[config.mk]
export PLATFORM = sky130hd
export DESIGN_NAME = fsp_status_ctrl
export DESIGN_NICKNAME = d
export VERILOG_FILES = /design/src/rtl/fsp_pkg.sv /design/src/rtl/fsp_prot_if.sv /design/src/rtl/fsp_status_ctrl.sv /design/src/rtl/fsp_region_decode.sv
export SDC_FILE = /design/constraint.sdc
export NUM_CORES = 1
export LEC_CHECK = 0
export ABC_AREA = 1
export BUFFER_PORTS_ARGS = -buffer_cell sky130_fd_sc_hd__buf_2
export CELL_PAD_IN_SITES_DETAIL_PLACEMENT = 0
export CELL_PAD_IN_SITES_GLOBAL_PLACEMENT = 1
export CORE_MARGIN = 2
export CORE_UTILIZATION = 44
export CTS_CLUSTER_DIAMETER = 100
export CTS_CLUSTER_SIZE = 20
export DETAILED_ROUTE_END_ITERATION = 10
export PLACE_DENSITY = 0.77
export SLEW_MARGIN = 5
export SYNTH_ARGS = -nofsm -noshare
export SYNTH_HDL_FRONTEND = slang
export SYNTH_SLANG_ARGS = --single-unit
[constraint.sdc]
create_clock -name i_clock -period 5.3 [get_ports i_clock]
set_clock_uncertainty 0.15 [all_clocks]
set_input_delay 0.53 -clock i_clock [delete_from_list [all_inputs] [get_ports i_clock]]
set_output_delay 0.53 -clock i_clock [all_outputs]
set_load 0.02 [all_outputs]
[src/rtl/fsp_pkg.sv]
// shared constants and types of the status and write protection block
// assumes a single 25 MHz system clock and a 24-bit array address space
package fsp_pkg;
   // ----------------------------------------------------------------
   // timing
   // ----------------------------------------------------------------
   localparam int unsigned CLOCK_HZ = 25_000_000;
   localparam int unsigned BUSY_TIME_US = 1000;
   localparam int unsigned BUSY_CYCLES_DFLT = BUSY_TIME_US * (CLOCK_HZ / 1_000_000);
   // ----------------------------------------------------------------
   // pin sampling
   // ----------------------------------------------------------------
   localparam int PIN_SCLK = 0;
   localparam int PIN_CS = 1;
   localparam int PIN_SI = 2;
   localparam int PIN_WP = 3;
   localparam int PIN_HOLD = 4;
   localparam int PIN_COUNT = 5;
   localparam logic [4:0] PIN_IDLE = 5'h1A;
   // ----------------------------------------------------------------
   // command codes
   // ----------------------------------------------------------------
   localparam logic [7:0] CMD_WRITE_ENABLE = 8'h06;
   localparam logic [7:0] CMD_WRITE_DISABLE = 8'h04;
   localparam logic [7:0] CMD_READ_SR1 = 8'h05;
   localparam logic [7:0] CMD_READ_SR2 = 8'h35;
   localparam logic [7:0] CMD_READ_SR3 = 8'h15;
   localparam logic [7:0] CMD_WRITE_SR1 = 8'h01;
   localparam logic [7:0] CMD_WRITE_SR2 = 8'h31;
   localparam logic [7:0] CMD_WRITE_SR3 = 8'h11;
   localparam logic [7:0] CMD_PAGE_WRITE = 8'h02;
   localparam logic [7:0] CMD_QUAD_PAGE_WRITE = 8'h32;
   localparam logic [7:0] CMD_FAST_PAGE_WRITE = 8'hF2;
   localparam logic [7:0] CMD_SECTOR_WIPE = 8'h20;
   localparam logic [7:0] CMD_BLOCK32_WIPE = 8'h52;
   localparam logic [7:0] CMD_BLOCK64_WIPE = 8'hD8;
   localparam logic [7:0] CMD_CHIP_WIPE_A = 8'h60;
   localparam logic [7:0] CMD_CHIP_WIPE_B = 8'hC7;
   localparam logic [7:0] CMD_RESET_ARM = 8'h66;
   localparam logic [7:0] CMD_RESET_GO = 8'h99;
   localparam logic [2:0] LEN_SHORT = 3'h1;
   localparam logic [2:0] LEN_SR_WRITE = 3'h2;
   localparam logic [2:0] LEN_ERASE = 3'h4;
   localparam logic [2:0] LEN_PROG = 3'h5;
   // ----------------------------------------------------------------
   // status register layout and reset values
   // ----------------------------------------------------------------
   localparam int B_BP_LO = 2;
   localparam int B_SRP_LO = 7;
   localparam int B_SRP_HI = 8;
   localparam int B_QE = 9;
   localparam int B_LOCK_LO = 11;
   localparam int B_CMP = 14;
   localparam int B_DRV_LO = 21;
   localparam logic [1:0] SRP_SOFT = 2'h0;
   localparam logic [1:0] SRP_HARD = 2'h1;
   localparam logic [1:0] SRP_LOCKDOWN = 2'h2;
   localparam logic [1:0] DRV_RESET = 2'h1;
   // ----------------------------------------------------------------
   // array geometry
   // ----------------------------------------------------------------
   localparam logic [23:0] ADDR_TOP = 24'h7FFFFF;
   localparam logic [23:0] UNIT_LARGE = 24'h020000;
   localparam logic [23:0] UNIT_SMALL = 24'h001000;
   localparam logic [23:0] MASK_PAGE = 24'h0000FF;
   localparam logic [23:0] MASK_SECTOR = 24'h000FFF;
   localparam logic [23:0] MASK_BLOCK32 = 24'h007FFF;
   localparam logic [23:0] MASK_BLOCK64 = 24'h00FFFF;
   typedef enum logic [1:0] {FSP_OP_PROG, FSP_OP_SECTOR, FSP_OP_BLOCK, FSP_OP_CHIP} fsp_op_t;
endpackage

[src/rtl/fsp_prot_if.sv]
// protection settings in, protected address range out
// assumes one decoder and one user on the same clock
`timescale 1ns/1ps
interface fsp_prot_if;
   logic [4:0] block_protect;
   logic protect_complement;
   logic prot_en;
   logic [23:0] prot_lo;
   logic [23:0] prot_hi;
   modport decoder (input block_protect, input protect_complement,
      output prot_en, output prot_lo, output prot_hi);
   modport user (output block_protect, output protect_complement,
      input prot_en, input prot_lo, input prot_hi);
endinterface

[src/rtl/fsp_status_ctrl.sv]
// status and control register of a serial flash with write protection
// assumes serial pins from outside the clock domain, power cycle as a pulse
//
// What this block does
// - holds a 24-bit status register split into low, middle and high byte
// - write-in-progress bit is set while program, erase or status write runs
// - write-enable latch shows at bit 1; clear latch rejects every write
// - block protect bits change only by status write and select guarded region
// - program or erase into the protected region is refused
// - block protect bits are writable only outside hardware protected mode
// - chip erase runs only with low protect bits 000/cmp 0 or 111/cmp 1
// - complement set inverts the decoded protected region
// - two status-protect bits select the status register protection mode
// - protect setting 00 accepts status write whenever latch is set
// - protect setting 01 with protect pin low locks the status register
// - protect setting 01 with protect pin high accepts write with latch set
// - protect setting 10 refuses status writes until the next power cycle
// - a power cycle turns protect setting 10 back into 00
// - protect setting 11 makes the status register permanently unwritable
// - quad enable defaults to 0; set, protect and hold pins become data lanes
// - complement clear: 001 upper 1/64, 111 all, 000 nothing protected
// - latch clears on power-up, disable, status write, program, erase, reset
// - quad transfer commands only honoured with quad enable set
`timescale 1ns/1ps
module fsp_status_ctrl #(
   parameter int unsigned BUSY_CYCLES = fsp_pkg::BUSY_CYCLES_DFLT
) (
   input logic i_clock,
   input logic i_reset,
   input logic i_power_cycle,
   input logic i_sclk,
   input logic i_cs_n,
   input logic i_si,
   input logic i_wp_n,
   input logic i_hold_n,
   output logic o_so,
   output logic o_so_oe,
   output logic o_write_in_progress,
   output logic o_quad_lane_enable,
   output logic o_array_op_start,
   output logic [1:0] o_array_op_kind,
   output logic [23:0] o_array_op_addr,
   output logic [23:0] o_status
);
   // ----------------------------------------------------------------
   // pin synchronisers and filters
   // ----------------------------------------------------------------
   logic [4:0] pins;
   logic [4:0] s1_q;
   logic [4:0] s2_q;
   logic [4:0] s3_q;
   logic [4:0] filt_q;
   logic [4:0] filt_d;
   assign pins = {i_hold_n, i_wp_n, i_si, i_cs_n, i_sclk};
   always_ff @(posedge i_clock) begin
      if (i_reset) begin
         s1_q <= fsp_pkg::PIN_IDLE;
         s2_q <= fsp_pkg::PIN_IDLE;
         s3_q <= fsp_pkg::PIN_IDLE;
      end else begin
         s1_q <= pins;
         s2_q <= s1_q;
         s3_q <= s2_q;
      end
   end
   for (genvar g = 0; g < fsp_pkg::PIN_COUNT; g++) begin : g_filt
      assign filt_d[g] = (s2_q[g] == s3_q[g]) ? s3_q[g] : filt_q[g];
   end
   always_ff @(posedge i_clock) begin
      if (i_reset) begin
         filt_q <= fsp_pkg::PIN_IDLE;
      end else begin
         filt_q <= filt_d;
      end
   end
   // ----------------------------------------------------------------
   // state declarations
   // ----------------------------------------------------------------
   logic wel_q;
   logic qe_q;
   logic cmp_q;
   logic [1:0] srp_q;
   logic [4:0] bp_q;
   logic [2:0] lock_q;
   logic [1:0] drv_q;
   logic armed_q;
   logic [23:0] busy_cnt_q;
   logic [2:0] bit_cnt_q;
   logic [2:0] byte_cnt_q;
   logic [2:0] out_cnt_q;
   logic [6:0] sr_q;
   logic [7:0] cmd_q;
   logic [7:0] data_q;
   logic [7:0] rd_byte_q;
   logic [23:0] addr_q;
   logic [23:0] status_w;
   logic [7:0] rx_byte;
   logic [7:0] rd_sel;
   logic hold_act;
   logic sclk_rise;
   logic sclk_fall;
   logic cs_rise;
   logic cs_fall;
   logic rd_active;
   fsp_prot_if prot ();
   assign prot.block_protect = bp_q;
   assign prot.protect_complement = cmp_q;
   fsp_region_decode u_decode (
      .prot(prot)
   );
   assign o_quad_lane_enable = qe_q;
   // ----------------------------------------------------------------
   // register assembly and edge detection
   // ----------------------------------------------------------------
   always_comb begin
      status_w = {1'b0, drv_q, 1'b0, 4'h0, 1'b0, cmp_q, lock_q, 1'b0, qe_q, srp_q, bp_q,
         wel_q, o_write_in_progress};
      hold_act = ~qe_q & ~filt_q[fsp_pkg::PIN_HOLD];
      sclk_rise = filt_d[fsp_pkg::PIN_SCLK] & ~filt_q[fsp_pkg::PIN_SCLK] &
         ~filt_q[fsp_pkg::PIN_CS] & ~hold_act;
      sclk_fall = ~filt_d[fsp_pkg::PIN_SCLK] & filt_q[fsp_pkg::PIN_SCLK] &
         ~filt_q[fsp_pkg::PIN_CS] & ~hold_act;
      cs_rise = filt_d[fsp_pkg::PIN_CS] & ~filt_q[fsp_pkg::PIN_CS];
      cs_fall = ~filt_d[fsp_pkg::PIN_CS] & filt_q[fsp_pkg::PIN_CS];
      rx_byte = {sr_q, s3_q[fsp_pkg::PIN_SI]};
      rd_active = (byte_cnt_q != 3'h0) & ~filt_q[fsp_pkg::PIN_CS] &
         (cmd_q == fsp_pkg::CMD_READ_SR1 || cmd_q == fsp_pkg::CMD_READ_SR2 ||
         cmd_q == fsp_pkg::CMD_READ_SR3);
      case (cmd_q)
         fsp_pkg::CMD_READ_SR2: rd_sel = status_w[15:8];
         fsp_pkg::CMD_READ_SR3: rd_sel = status_w[23:16];
         default: rd_sel = status_w[7:0];
      endcase
   end
   // ----------------------------------------------------------------
   // serial receive
   // ----------------------------------------------------------------
   always_ff @(posedge i_clock) begin
      if (i_reset) begin
         bit_cnt_q <= 3'h0;
         byte_cnt_q <= 3'h0;
         sr_q <= 7'h00;
         cmd_q <= 8'h00;
         data_q <= 8'h00;
         addr_q <= 24'h000000;
      end else if (cs_fall) begin
         bit_cnt_q <= 3'h0;
         byte_cnt_q <= 3'h0;
      end else if (sclk_rise) begin
         sr_q <= rx_byte[6:0];
         bit_cnt_q <= bit_cnt_q + 3'h1;
         if (bit_cnt_q == 3'h7) begin
            if (byte_cnt_q != 3'h7) begin
               byte_cnt_q <= byte_cnt_q + 3'h1;
            end
            case (byte_cnt_q)
               3'h0: cmd_q <= rx_byte;
               3'h1: begin
                  addr_q[23:16] <= rx_byte;
                  data_q <= rx_byte;
               end
               3'h2: addr_q[15:8] <= rx_byte;
               3'h3: addr_q[7:0] <= rx_byte;
               default: ;
            endcase
         end
      end
   end
   // ----------------------------------------------------------------
   // serial transmit of status bytes
   // ----------------------------------------------------------------
   always_ff @(posedge i_clock) begin
      if (i_reset) begin
         o_so <= 1'b0;
         o_so_oe <= 1'b0;
         out_cnt_q <= 3'h0;
         rd_byte_q <= 8'h00;
      end else begin
         o_so_oe <= rd_active;
         if (cs_fall) begin
            out_cnt_q <= 3'h0;
         end else if (sclk_fall && rd_active) begin
            out_cnt_q <= out_cnt_q + 3'h1;
            if (out_cnt_q == 3'h0) begin
               rd_byte_q <= rd_sel;
               o_so <= rd_sel[7];
            end else begin
               o_so <= rd_byte_q[3'h7 - out_cnt_q];
            end
         end
      end
   end
   // ----------------------------------------------------------------
   // command decode at frame end
   // ----------------------------------------------------------------
   logic fe;
   logic ex_wren;
   logic ex_write_disable_cmd;
   logic ex_status_write_cmd;
   logic ex_prog;
   logic ex_erase;
   logic ex_chip;
   logic ex_arm;
   logic ex_rst;
   logic ce_ok;
   logic hit;
   logic wp_high;
   logic sr_locked;
   logic idle_wel;
   logic quad_ok;
   logic op_go;
   logic sr_go;
   logic wel_clr;
   logic [23:0] mask;
   logic [23:0] op_lo;
   logic [23:0] op_hi;
   always_comb begin
      fe = cs_rise & (bit_cnt_q == 3'h0);
      ex_wren = fe & (cmd_q == fsp_pkg::CMD_WRITE_ENABLE) & (byte_cnt_q == fsp_pkg::LEN_SHORT);
      ex_write_disable_cmd = fe & (cmd_q == fsp_pkg::CMD_WRITE_DISABLE) & (byte_cnt_q == fsp_pkg::LEN_SHORT);
      ex_status_write_cmd = fe & (byte_cnt_q >= fsp_pkg::LEN_SR_WRITE) &
         (cmd_q == fsp_pkg::CMD_WRITE_SR1 || cmd_q == fsp_pkg::CMD_WRITE_SR2 ||
         cmd_q == fsp_pkg::CMD_WRITE_SR3);
      ex_prog = fe & (byte_cnt_q >= fsp_pkg::LEN_PROG) &
         (cmd_q == fsp_pkg::CMD_PAGE_WRITE || cmd_q == fsp_pkg::CMD_QUAD_PAGE_WRITE ||
         cmd_q == fsp_pkg::CMD_FAST_PAGE_WRITE);
      ex_erase = fe & (byte_cnt_q == fsp_pkg::LEN_ERASE) &
         (cmd_q == fsp_pkg::CMD_SECTOR_WIPE || cmd_q == fsp_pkg::CMD_BLOCK32_WIPE ||
         cmd_q == fsp_pkg::CMD_BLOCK64_WIPE);
      ex_chip = fe & (byte_cnt_q == fsp_pkg::LEN_SHORT) &
         (cmd_q == fsp_pkg::CMD_CHIP_WIPE_A || cmd_q == fsp_pkg::CMD_CHIP_WIPE_B);
      ex_arm = fe & (cmd_q == fsp_pkg::CMD_RESET_ARM) & (byte_cnt_q == fsp_pkg::LEN_SHORT);
      ex_rst = fe & armed_q & (cmd_q == fsp_pkg::CMD_RESET_GO) &
         (byte_cnt_q == fsp_pkg::LEN_SHORT);
      ce_ok = (bp_q[2:0] == 3'h0 && !cmp_q) || (bp_q[2:0] == 3'h7 && cmp_q);
      case (cmd_q)
         fsp_pkg::CMD_SECTOR_WIPE: mask = fsp_pkg::MASK_SECTOR;
         fsp_pkg::CMD_BLOCK32_WIPE: mask = fsp_pkg::MASK_BLOCK32;
         fsp_pkg::CMD_BLOCK64_WIPE: mask = fsp_pkg::MASK_BLOCK64;
         default: mask = fsp_pkg::MASK_PAGE;
      endcase
      op_lo = addr_q & ~mask;
      op_hi = addr_q | mask;
      hit = prot.prot_en && op_lo <= prot.prot_hi && prot.prot_lo <= op_hi;
      wp_high = qe_q | filt_q[fsp_pkg::PIN_WP];
      sr_locked = srp_q[1] | ((srp_q == fsp_pkg::SRP_HARD) & ~wp_high);
      idle_wel = ~o_write_in_progress & wel_q;
      quad_ok = (cmd_q != fsp_pkg::CMD_QUAD_PAGE_WRITE) | qe_q;
      op_go = idle_wel & ((ex_prog & ~hit & quad_ok) | (ex_erase & ~hit) | (ex_chip & ce_ok));
      sr_go = ex_status_write_cmd & idle_wel & ~sr_locked;
      wel_clr = (~o_write_in_progress & (ex_write_disable_cmd | ex_status_write_cmd | ex_prog | ex_erase | ex_chip)) |
         ex_rst | i_power_cycle;
   end
   // ----------------------------------------------------------------
   // write enable latch and reset arming
   // ----------------------------------------------------------------
   always_ff @(posedge i_clock) begin
      if (i_reset) begin
         wel_q <= 1'b0;
      end else if (wel_clr) begin
         wel_q <= 1'b0;
      end else if (ex_wren && !o_write_in_progress) begin
         wel_q <= 1'b1;
      end
   end
   always_ff @(posedge i_clock) begin
      if (i_reset || i_power_cycle) begin
         armed_q <= 1'b0;
      end else if (fe) begin
         armed_q <= ex_arm;
      end
   end
   // ----------------------------------------------------------------
   // non-volatile status fields
   // ----------------------------------------------------------------
   always_ff @(posedge i_clock) begin
      if (i_reset) begin
         srp_q <= fsp_pkg::SRP_SOFT;
         bp_q <= 5'h00;
         cmp_q <= 1'b0;
         qe_q <= 1'b0;
         lock_q <= 3'h0;
         drv_q <= fsp_pkg::DRV_RESET;
      end else begin
         if (sr_go && cmd_q == fsp_pkg::CMD_WRITE_SR1) begin
            srp_q[0] <= data_q[fsp_pkg::B_SRP_LO];
            bp_q <= data_q[fsp_pkg::B_BP_LO +: 5];
         end
         if (sr_go && cmd_q == fsp_pkg::CMD_WRITE_SR2) begin
            srp_q[1] <= data_q[fsp_pkg::B_SRP_HI - 8];
            qe_q <= data_q[fsp_pkg::B_QE - 8];
            lock_q <= lock_q | data_q[fsp_pkg::B_LOCK_LO - 8 +: 3];
            cmp_q <= data_q[fsp_pkg::B_CMP - 8];
         end
         if (sr_go && cmd_q == fsp_pkg::CMD_WRITE_SR3) begin
            drv_q <= data_q[fsp_pkg::B_DRV_LO - 16 +: 2];
         end
         if (i_power_cycle && srp_q == fsp_pkg::SRP_LOCKDOWN) begin
            srp_q <= fsp_pkg::SRP_SOFT;
         end
      end
   end
   // ----------------------------------------------------------------
   // busy timer and array operation request
   // ----------------------------------------------------------------
   always_ff @(posedge i_clock) begin
      if (i_reset || i_power_cycle) begin
         busy_cnt_q <= 24'h000000;
         o_write_in_progress <= 1'b0;
      end else if (op_go || sr_go) begin
         busy_cnt_q <= 24'(BUSY_CYCLES);
         o_write_in_progress <= 1'b1;
      end else if (busy_cnt_q != 24'h000000) begin
         busy_cnt_q <= busy_cnt_q - 24'h000001;
         o_write_in_progress <= (busy_cnt_q != 24'h000001);
      end
   end
   always_ff @(posedge i_clock) begin
      if (i_reset) begin
         o_array_op_start <= 1'b0;
         o_array_op_kind <= fsp_pkg::FSP_OP_PROG;
         o_array_op_addr <= 24'h000000;
         o_status <= 24'h000000;
      end else begin
         o_status <= status_w;
         o_array_op_start <= op_go;
         if (op_go) begin
            o_array_op_addr <= ex_chip ? 24'h000000 : op_lo;
            if (ex_chip) begin
               o_array_op_kind <= fsp_pkg::FSP_OP_CHIP;
            end else if (ex_prog) begin
               o_array_op_kind <= fsp_pkg::FSP_OP_PROG;
            end else if (cmd_q == fsp_pkg::CMD_SECTOR_WIPE) begin
               o_array_op_kind <= fsp_pkg::FSP_OP_SECTOR;
            end else begin
               o_array_op_kind <= fsp_pkg::FSP_OP_BLOCK;
            end
         end
      end
   end
   // ----------------------------------------------------------------
   // checks
   // ----------------------------------------------------------------
   property p_busy_at_start;
      @(posedge i_clock) disable iff (i_reset)
         o_array_op_start |-> o_write_in_progress && !wel_q;
   endproperty
   a_busy_at_start: assert property (p_busy_at_start)
      else $error("busy flag or latch wrong at op start");
   property p_no_latch_no_op;
      @(posedge i_clock) disable iff (i_reset)
         (ex_prog || ex_erase || ex_chip) && !wel_q |=> !o_array_op_start;
   endproperty
   a_no_latch_no_op: assert property (p_no_latch_no_op)
      else $error("op started with latch clear");
   property p_protected_refused;
      @(posedge i_clock) disable iff (i_reset)
         (ex_prog || ex_erase) && hit |=> !o_array_op_start;
   endproperty
   a_protected_refused: assert property (p_protected_refused)
      else $error("op started inside protected region");
   property p_chip_gate;
      @(posedge i_clock) disable iff (i_reset)
         o_array_op_start && o_array_op_kind == fsp_pkg::FSP_OP_CHIP |-> $past(ce_ok);
   endproperty
   a_chip_gate: assert property (p_chip_gate)
      else $error("chip erase ran with protect bits set");
   property p_hard_lock;
      @(posedge i_clock) disable iff (i_reset)
         ex_status_write_cmd && srp_q == fsp_pkg::SRP_HARD && !wp_high && !o_write_in_progress |=>
         $stable(status_w[22:2]) && !o_write_in_progress;
   endproperty
   a_hard_lock: assert property (p_hard_lock)
      else $error("status written under pin lock");
   property p_lockdown;
      @(posedge i_clock) disable iff (i_reset)
         ex_status_write_cmd && srp_q[1] && !i_power_cycle |=> $stable(status_w[22:2]);
   endproperty
   a_lockdown: assert property (p_lockdown)
      else $error("status written while locked down");
   property p_power_unlock;
      @(posedge i_clock) disable iff (i_reset)
         i_power_cycle && srp_q == fsp_pkg::SRP_LOCKDOWN |=> srp_q == fsp_pkg::SRP_SOFT;
   endproperty
   a_power_unlock: assert property (p_power_unlock)
      else $error("lock-down survived power cycle");
   property p_soft_write;
      @(posedge i_clock) disable iff (i_reset)
         ex_status_write_cmd && srp_q == fsp_pkg::SRP_SOFT && wel_q && !o_write_in_progress
         && !i_power_cycle |=> o_write_in_progress && !wel_q;
   endproperty
   a_soft_write: assert property (p_soft_write)
      else $error("software-protected status write refused");
   property p_busy_ignores;
      @(posedge i_clock) disable iff (i_reset)
         o_write_in_progress && (ex_prog || ex_erase || ex_chip || ex_status_write_cmd) && !i_power_cycle
         |=> !o_array_op_start && $stable(wel_q) && $stable(status_w[22:2]);
   endproperty
   a_busy_ignores: assert property (p_busy_ignores)
      else $error("write accepted while busy");
   property p_quad_gate;
      @(posedge i_clock) disable iff (i_reset)
         ex_prog && cmd_q == fsp_pkg::CMD_QUAD_PAGE_WRITE && !qe_q |=> !o_array_op_start;
   endproperty
   a_quad_gate: assert property (p_quad_gate)
      else $error("quad program ran without quad enable");
   property p_disable_clears;
      @(posedge i_clock) disable iff (i_reset)
         ex_write_disable_cmd && !o_write_in_progress |=> !wel_q [*2];
   endproperty
   a_disable_clears: assert property (p_disable_clears)
      else $error("latch survived write disable");
endmodule

[src/rtl/fsp_region_decode.sv]
// maps block protect and complement bits to one protected address range
// assumes the range is always a prefix or a suffix of the array
`timescale 1ns/1ps
module fsp_region_decode (
   fsp_prot_if.decoder prot
);
   logic [2:0] code;
   logic [2:0] shift;
   logic [23:0] size;
   logic [23:0] last;
   logic upper;
   always_comb begin
      code = prot.block_protect[2:0];
      shift = (prot.block_protect[4] && code >= 3'h4) ? 3'h3 : code - 3'h1;
      size = prot.block_protect[4] ? (fsp_pkg::UNIT_SMALL << shift) :
         (fsp_pkg::UNIT_LARGE << shift);
      last = size - 24'h000001;
      upper = ~prot.block_protect[3];
      prot.prot_lo = 24'h000000;
      prot.prot_hi = fsp_pkg::ADDR_TOP;
      prot.prot_en = 1'b1;
      if (code == 3'h0 || code == 3'h7) begin
         prot.prot_en = (code == 3'h7) ^ prot.protect_complement;
      end else if (!prot.protect_complement) begin
         if (upper) begin
            prot.prot_lo = fsp_pkg::ADDR_TOP - last;
         end else begin
            prot.prot_hi = last;
         end
      end else begin
         if (upper) begin
            prot.prot_hi = fsp_pkg::ADDR_TOP - size;
         end else begin
            prot.prot_lo = size;
         end
      end
   end
endmodule

**Word-level counts from Yosys, hierarchy flattened**

Index checks and enable logic that the tools add are counted.

- Shift operators: 2
- $lt $le $gt $ge: 6
- Multiply operators: 0
- Reduce and logical (&&, ||, !) cells: 45
- Muxes and demuxes: 26
- Div/mod/pow operators: 0
- Bitwise logic cells: 67
- $add $sub $neg: 9
- Equality and inequality tests: 33

Operator list:

| operator | number |
|---|---|
| $mux W24 | 10 |
| $le A24 B24 Y1 | 2 |
| $pmux W16 S3 | 1 |
| $sub A23 B24 Y24 const A | 2 |
| $sub A24 B1 Y24 const B | 2 |
| $and A1 B1 Y1 | 39 |
| $eq A8 B6 Y1 const B | 4 |
| $eq A8 B8 Y1 const B | 4 |
| $mux W15 | 2 |
| $and A24 B24 Y24 | 1 |
| $eq A8 B3 Y1 const B | 3 |
| $eq A8 B7 Y1 const B | 3 |
| $ne A24 B1 Y1 const B | 1 |
| $not A24 Y24 | 1 |
| $or A24 B24 Y24 | 1 |
| $reduce_bool A24 Y1 | 1 |
| $shl A13 B3 Y24 const A | 1 |
| $shl A18 B3 Y24 const A | 1 |
| $eq A8 B5 Y1 const B | 2 |
| $pmux W8 S2 | 1 |
| $reduce_and A4 Y1 | 4 |
| $logic_or A1 B1 Y1 | 13 |
| $logic_not A3 Y1 | 4 |
| $not A1 Y1 | 12 |
| other kinds (30) | 73 |

- Output and inout bits: 55
- Bits in read-only memories: 0
- Register bits: 169
- Latch bits: 0
- Input bits: 8
- Memory bits (writable): 0
- Memories: 0
- Word-level logic and storage cells: 222

**Longest topological paths before layout**

- Depth in word-level cells: 20
- Gate-level depth with buffers: 31
- Mapped depth without buffers: 30

**Hierarchy**

Synthesis repeated with hierarchy kept, for this count alone.

- Cell total of the unflattened synthesis: 1,191
- Area, all modules: 8,280.4 µm²

Modules (own cells, without submodules):

| module | area each (µm²) | times used | sequential area each (µm²) | cells an instance |
|---|---|---|---|---|
| fsp_status_ctrl | 7,165.6 | 1 | 2,902.8 | 973 |
| fsp_region_decode | 1,114.8 | 1 | 0.0 | 218 |

**Worst setup path after synthesis**

OpenSTA, ideal clock, no wires.

- Path type: register -> register
- Start: reg bp_q[0]
- End: reg busy_cnt_q[19]
- Clock period less this slack: 3.995 ns
- Path slack: 1.305 ns
- Stages on the path, launching flop included: 32
- Required time: 5.088 ns
- Data arrival time: 3.783 ns
- Buffers on the path: 2
- Library setup time: 0.062 ns
- Path through: dfxtp_1 inv_1 ha_1 ha_1 nor2_4 buf_2 nor2_1 inv_1 ha_1 nand2_1 nor2_1 nand4_1 nor3_1 xor2_1 nand2_1 nand2_1 inv_1 ha_1 nand2_1 inv_1 nand3_1 inv_1 nand2_1 o21ai_0 nor3_1 nand3_2 nand2_1 nand2_2 nand2_4 nand3_4 buf_8 nor2_2

- Cells in the longest elaborated chain, start to end: 20
- Elaborated cells on any way between the ends: 40
- Classes of those cells: add/sub (4); order compare (3); eq/ne (1); shift (2); mux (11); bitwise (9); reduce/logical (10)

Ends and longest elaborated chain:

| item | line | text |
|---|---|---|
| start, declared | fsp_status_ctrl.sv:83 | `logic [4:0] bp_q;` |
| start signal, assigned | fsp_status_ctrl.sv:287 | `bp_q <= data_q[fsp_pkg::B_BP_LO +: 5];` |
| $ge A3 B3 Y1 | fsp_region_decode.sv:14 | `shift = (prot.block_protect[4] && code >= 3'h4) ? 3'h3 : code - 3'h1;` |
| $logic_and A1 B1 Y1 | fsp_region_decode.sv:14 |  |
| $mux W3 | fsp_region_decode.sv:14 |  |
| $shl A18 B3 Y24 / $shl A13 B3 Y24 (equally long branches) | fsp_region_decode.sv:16, fsp_region_decode.sv:15 |  |
| $mux W24 | fsp_region_decode.sv:15 | `size = prot.block_protect[4] ? (fsp_pkg::UNIT_SMALL << shift) :` |
| $sub A24 B1 Y24 / $sub A23 B24 Y24 (equally long branches) | fsp_region_decode.sv:17, fsp_region_decode.sv:32 |  |
| $sub A23 B24 Y24 (tied with other cells) | fsp_region_decode.sv:26 | `prot.prot_lo = fsp_pkg::ADDR_TOP - last;` |
| $mux W24, on equally long branches | fsp_region_decode.sv:25, fsp_region_decode.sv:24 |  |
| [... 3 more ...] | n/a |  |
| $logic_and A1 B1 Y1 | fsp_status_ctrl.sv:244 | `hit = prot.prot_en && op_lo <= prot.prot_hi && prot.prot_lo <= op_hi;` |
| $not A1 Y1 | fsp_status_ctrl.sv:249 | `op_go = idle_wel & ((ex_prog & ~hit & quad_ok) \| (ex_erase & ~hit) \| (ex_chip & ce_ok));` |
| $and A1 B1 Y1 (2 in a row) | fsp_status_ctrl.sv:249 |  |
| $or A1 B1 Y1 | fsp_status_ctrl.sv:249 |  |
| $or A1 B1 Y1 * | fsp_status_ctrl.sv:249 |  |
| $and A1 B1 Y1 * | fsp_status_ctrl.sv:249 |  |
| $logic_or A1 B1 Y1 * | fsp_status_ctrl.sv:310 | `end else if (op_go \|\| sr_go) begin` |
| $reduce_or A2 Y1 (no source line) * | n/a |  |
| end signal, assigned | fsp_status_ctrl.sv:311 | `busy_cnt_q <= 24'(BUSY_CYCLES);` |
| end signal, assigned | fsp_status_ctrl.sv:314 | `busy_cnt_q <= busy_cnt_q - 24'h000001;` |
| end, declared | fsp_status_ctrl.sv:87 | `logic [23:0] busy_cnt_q;` |

Every way passes the cells marked *; elsewhere a longest branch is shown, timed or not.
A chain may end at the register's enable or synchronous reset.

**Final worst setup path**

- Start: reg bp_q[0]
- End: reg busy_cnt_q[23]

The elaborated chain is that of the path after synthesis.

==> impl_results.md <==
* Status: completed
* Number of synthesized flops with an enable pin at 0
* Cell Area, Synth at between 7000 and 8000 um^2
* Die width at 135 um
* Top cell type's share of synthesized area at 0.387
* R2R depth at 29
* RSZ-0062 raised after global routing: no
* Via count at 6683
* First-pass GRT wire length at 30900 um
* Setup crit end kind: flop
* CTS H-tree lvls at 4
* Clock root buffer: clkbuf_16
* Top Layer Used: met4
* Setup TNS at 0 ps
* Avg WL per Cell at approximately 14 um
* CTS tree: done
* Row cnt at 47
* CP startpoint kind: flop
* Postcts setup bufs at 0
* Core area at between 15000 and 20000 um^2
* Slew margin rel. at 0.549
* Final Instance Area at 8430 um^2
* Die area at 18100 um^2
* IR drop worst, VDD at 219 uV
* Count of hold-fix buffers inserted at cts at 0
* WL met1 at 8670 um
* Crit path time final at 4620 ps
* Area Overhead vs Synth at 12.4%
* Required time of the critical path at 5500 ps
* Placed inst area at 7830 um^2
* Insertion delay to the later sink of the worst-skew pair at roughly 420 ps
* Clock-pin slew on the worst setup and hold paths at 60 ps
* Pwr per Cell Area at 282 nW/um^2
* Max Freq at 0.216 GHz
* Leak pwr at 3.91 nW
* Nets@finish at 1141
* Crit-path max FO at 18
* Mapped Cells at 1056
* Antenna violations before repair at 0
* Number of CTS-inserted buffers at 17
* GP Congestion at around 0.94
* FFs w/ async S/R, synth at 0
* Routed WL at 18700 um
* Number of DRC markers in iteration 0 at between 300 and 400
* Post-route ant nets at 0
* Vias in the first global route at 6324
* Global route overflow at 0
* Synth top area cells: dfxtp_1 (39%), nor2_1 (8.2%), nand2_1 (8.0%), inv_1 (6.5%), ha_1 (6.3%)
* First drt pass iteration count at 8
* Most frequent cells in the layout: nor2_1 (163), nand2_1 (159), dfxtp_1 (145)
* Slowest stage delay, CP at around 370 ps
* Clock sinks at around 150
* Syn Area/Cell at 7.10 um^2
* Port Buf Inserts at 46
* Worst slew pin tran at about 680 ps
* Post-route clock period utilization at 0.872
* CP max-delay cell: dfxtp_1
* Die height at about 130 um
* Post-synth cell types at 45
* Clock tree buffer depth at 2
* Final setup viols at 0
* DRC Markers at 0
* Synthesized flop and latch total at 145
* Worst hold path class: input pin to flop
* Vias per cell at about 5
* Max Cap Viol at 0
* Routed wl met2 at 8960 um
* Share of cells above drive strength 1 at 0.119
* Levels on crit path at 29
* Main synth FF type: dfxtp_1
* Gr usage total at 0.215
* Most common cell after layout, fill and taps aside: nor2_1
* Antenna Cells at 0
* DP HPWL at about 14000 um
* Worst hold path depth at 2
* Largest net degree at the start of global routing at 72
* Max-slew violations at 0
* Seq/Total Area, Yosys at 0.387
* Met3 WL at approximately 600 um
* Hold Fails Final Rpt at 0
* Worst Path Buf+Inv at 5
* CP delay by family, top: simple AND/OR/NAND/NOR gates
* WP data arrival at between 4000 and 5000 ps
* Starting density of the core at 0.451
* Crit-path most repeated cell: nand2_1
* Ports at 63
* Yosys warning count at 0
* Crit Path Class: flop to flop
* Cell taking the most area after synthesis: dfxtp_1
* CTS resizes at 0
synth_stat cells, types with 2 or more instances:
master,count
a21oi_1,81
nand4_1,14
nand2_2,7
nor2_1,164
dfxtp_1,145
nand3b_1,3
nor3_1,32
buf_4,16
inv_1,130
xnor2_1,8
nor4_1,12
nand3_1,60
nor2_2,16
o2111ai_1,2
o22ai_1,5
xor2_1,17
nor2_4,2
clkbuf_1,17
o211ai_1,3
clkinv_1,2
buf_2,4
buf_6,3
buf_1,4
ha_1,38
or2_2,11
a31o_2,3
o21ai_0,74
nand2_1,159
inv_2,7
nor3_2,2
registers in the layout, summed over array words and instances (netlist names), 7 cells and up:
| register | cells |
|---|---|
| rd_byte_q | 8 |
| cmd_q | 8 |
| o_array_op_addr | 16 |
| sr_q | 7 |
| addr_q | 8 |
| o_status | 16 |
| data_q | 8 |
| busy_cnt_q | 24 |
cell families (layout without fill, tap and decap cells):
| kind of cell | count (synthesis) | in the layout | synth area share |
|---|---|---|---|
| simple gates | 486 | 486 | 0.289 |
| buf+inv | 184 | 219 | 0.105 |
| compound gates | 177 | 177 | 0.126 |
| flops | 145 | 145 | 0.387 |
| fa+ha+maj | 38 | 38 | 0.0634 |
| xor+xnor | 25 | 25 | 0.0292 |
| other cells | 1 | 16 | 0.000500 |
power by group:
group	switching, mW	internal [mW]	total, mW
logic	0.0383	0.0121	0.0504
clock network	0.458	0.772	1.23
registers	0.00229	1.10	1.10
total	0.499	1.88	2.38
through the flow:
| step | power, mW | utilization | instances | hold slack (ps) | setup slack [ps] |
|---|---|---|---|---|---|
| final | 2.38 | 0.507 | 1326 | 139 | 680 |
| after floorplan | 1.17 | - | 1071 | 238 | 1310 |
| after CTS | 2.40 | 0.507 | 1326 | 131 | 676 |
| after global placement | 1.17 | 0.470 | 1296 | 240 | 815 |
| after global routing | 2.45 | 0.507 | 1326 | 144 | 148 |
| after detailed placement | 1.17 | 0.470 | 1296 | 243 | 733 |
cell type report:
type | count | area [um^2]
inverter | 139 | 522
multi-input combinational | 742 | 3870
clock buffer | 21 | 470
tap | 220 | 275
sequential | 145 | 2900
clock inverter | 9 | 133
timing repair buffer | 50 | 260
fill | 1691 | 8210
per-layer routing:
layer	vias to the layer above	global-route usage
li1	3474	-
met1	3072	0.275
met2	110	0.363
met3	27	0.0413
met4	0	0.0766
met5	-	0
worst reg2reg max path, delay by kind of cell (launching register included):
| family | cells | cell delay [ps] |
|---|---|---|
| buffers and inverters | 5 | 350 |
| AO/OA/AOI/OAI | 1 | 70 |
| XOR/XNOR | 1 | 160 |
| AND/OR/NAND/NOR | 18 | 2450 |
| adder cells (fa/ha/maj) | 4 | 970 |
| flip-flops | 1 | 370 |
final timing paths:
kind | slack, ps | to | startpoint
hold / removal | 140 | s1_q[3]$_SDFF_PP1_ | i_wp_n
setup reg to reg | 680 | busy_cnt_q[23]$_SDFFE_PP0P_ | bp_q[0]$_SDFFE_PP0P_
hold reg to reg | 250 | s2_q[0]$_SDFF_PP0_ | s1_q[0]$_SDFF_PP0_
setup / recovery | 680 | busy_cnt_q[23]$_SDFFE_PP0P_ | bp_q[0]$_SDFFE_PP0P_
Note: power is estimated with default switching activity, not from simulation.
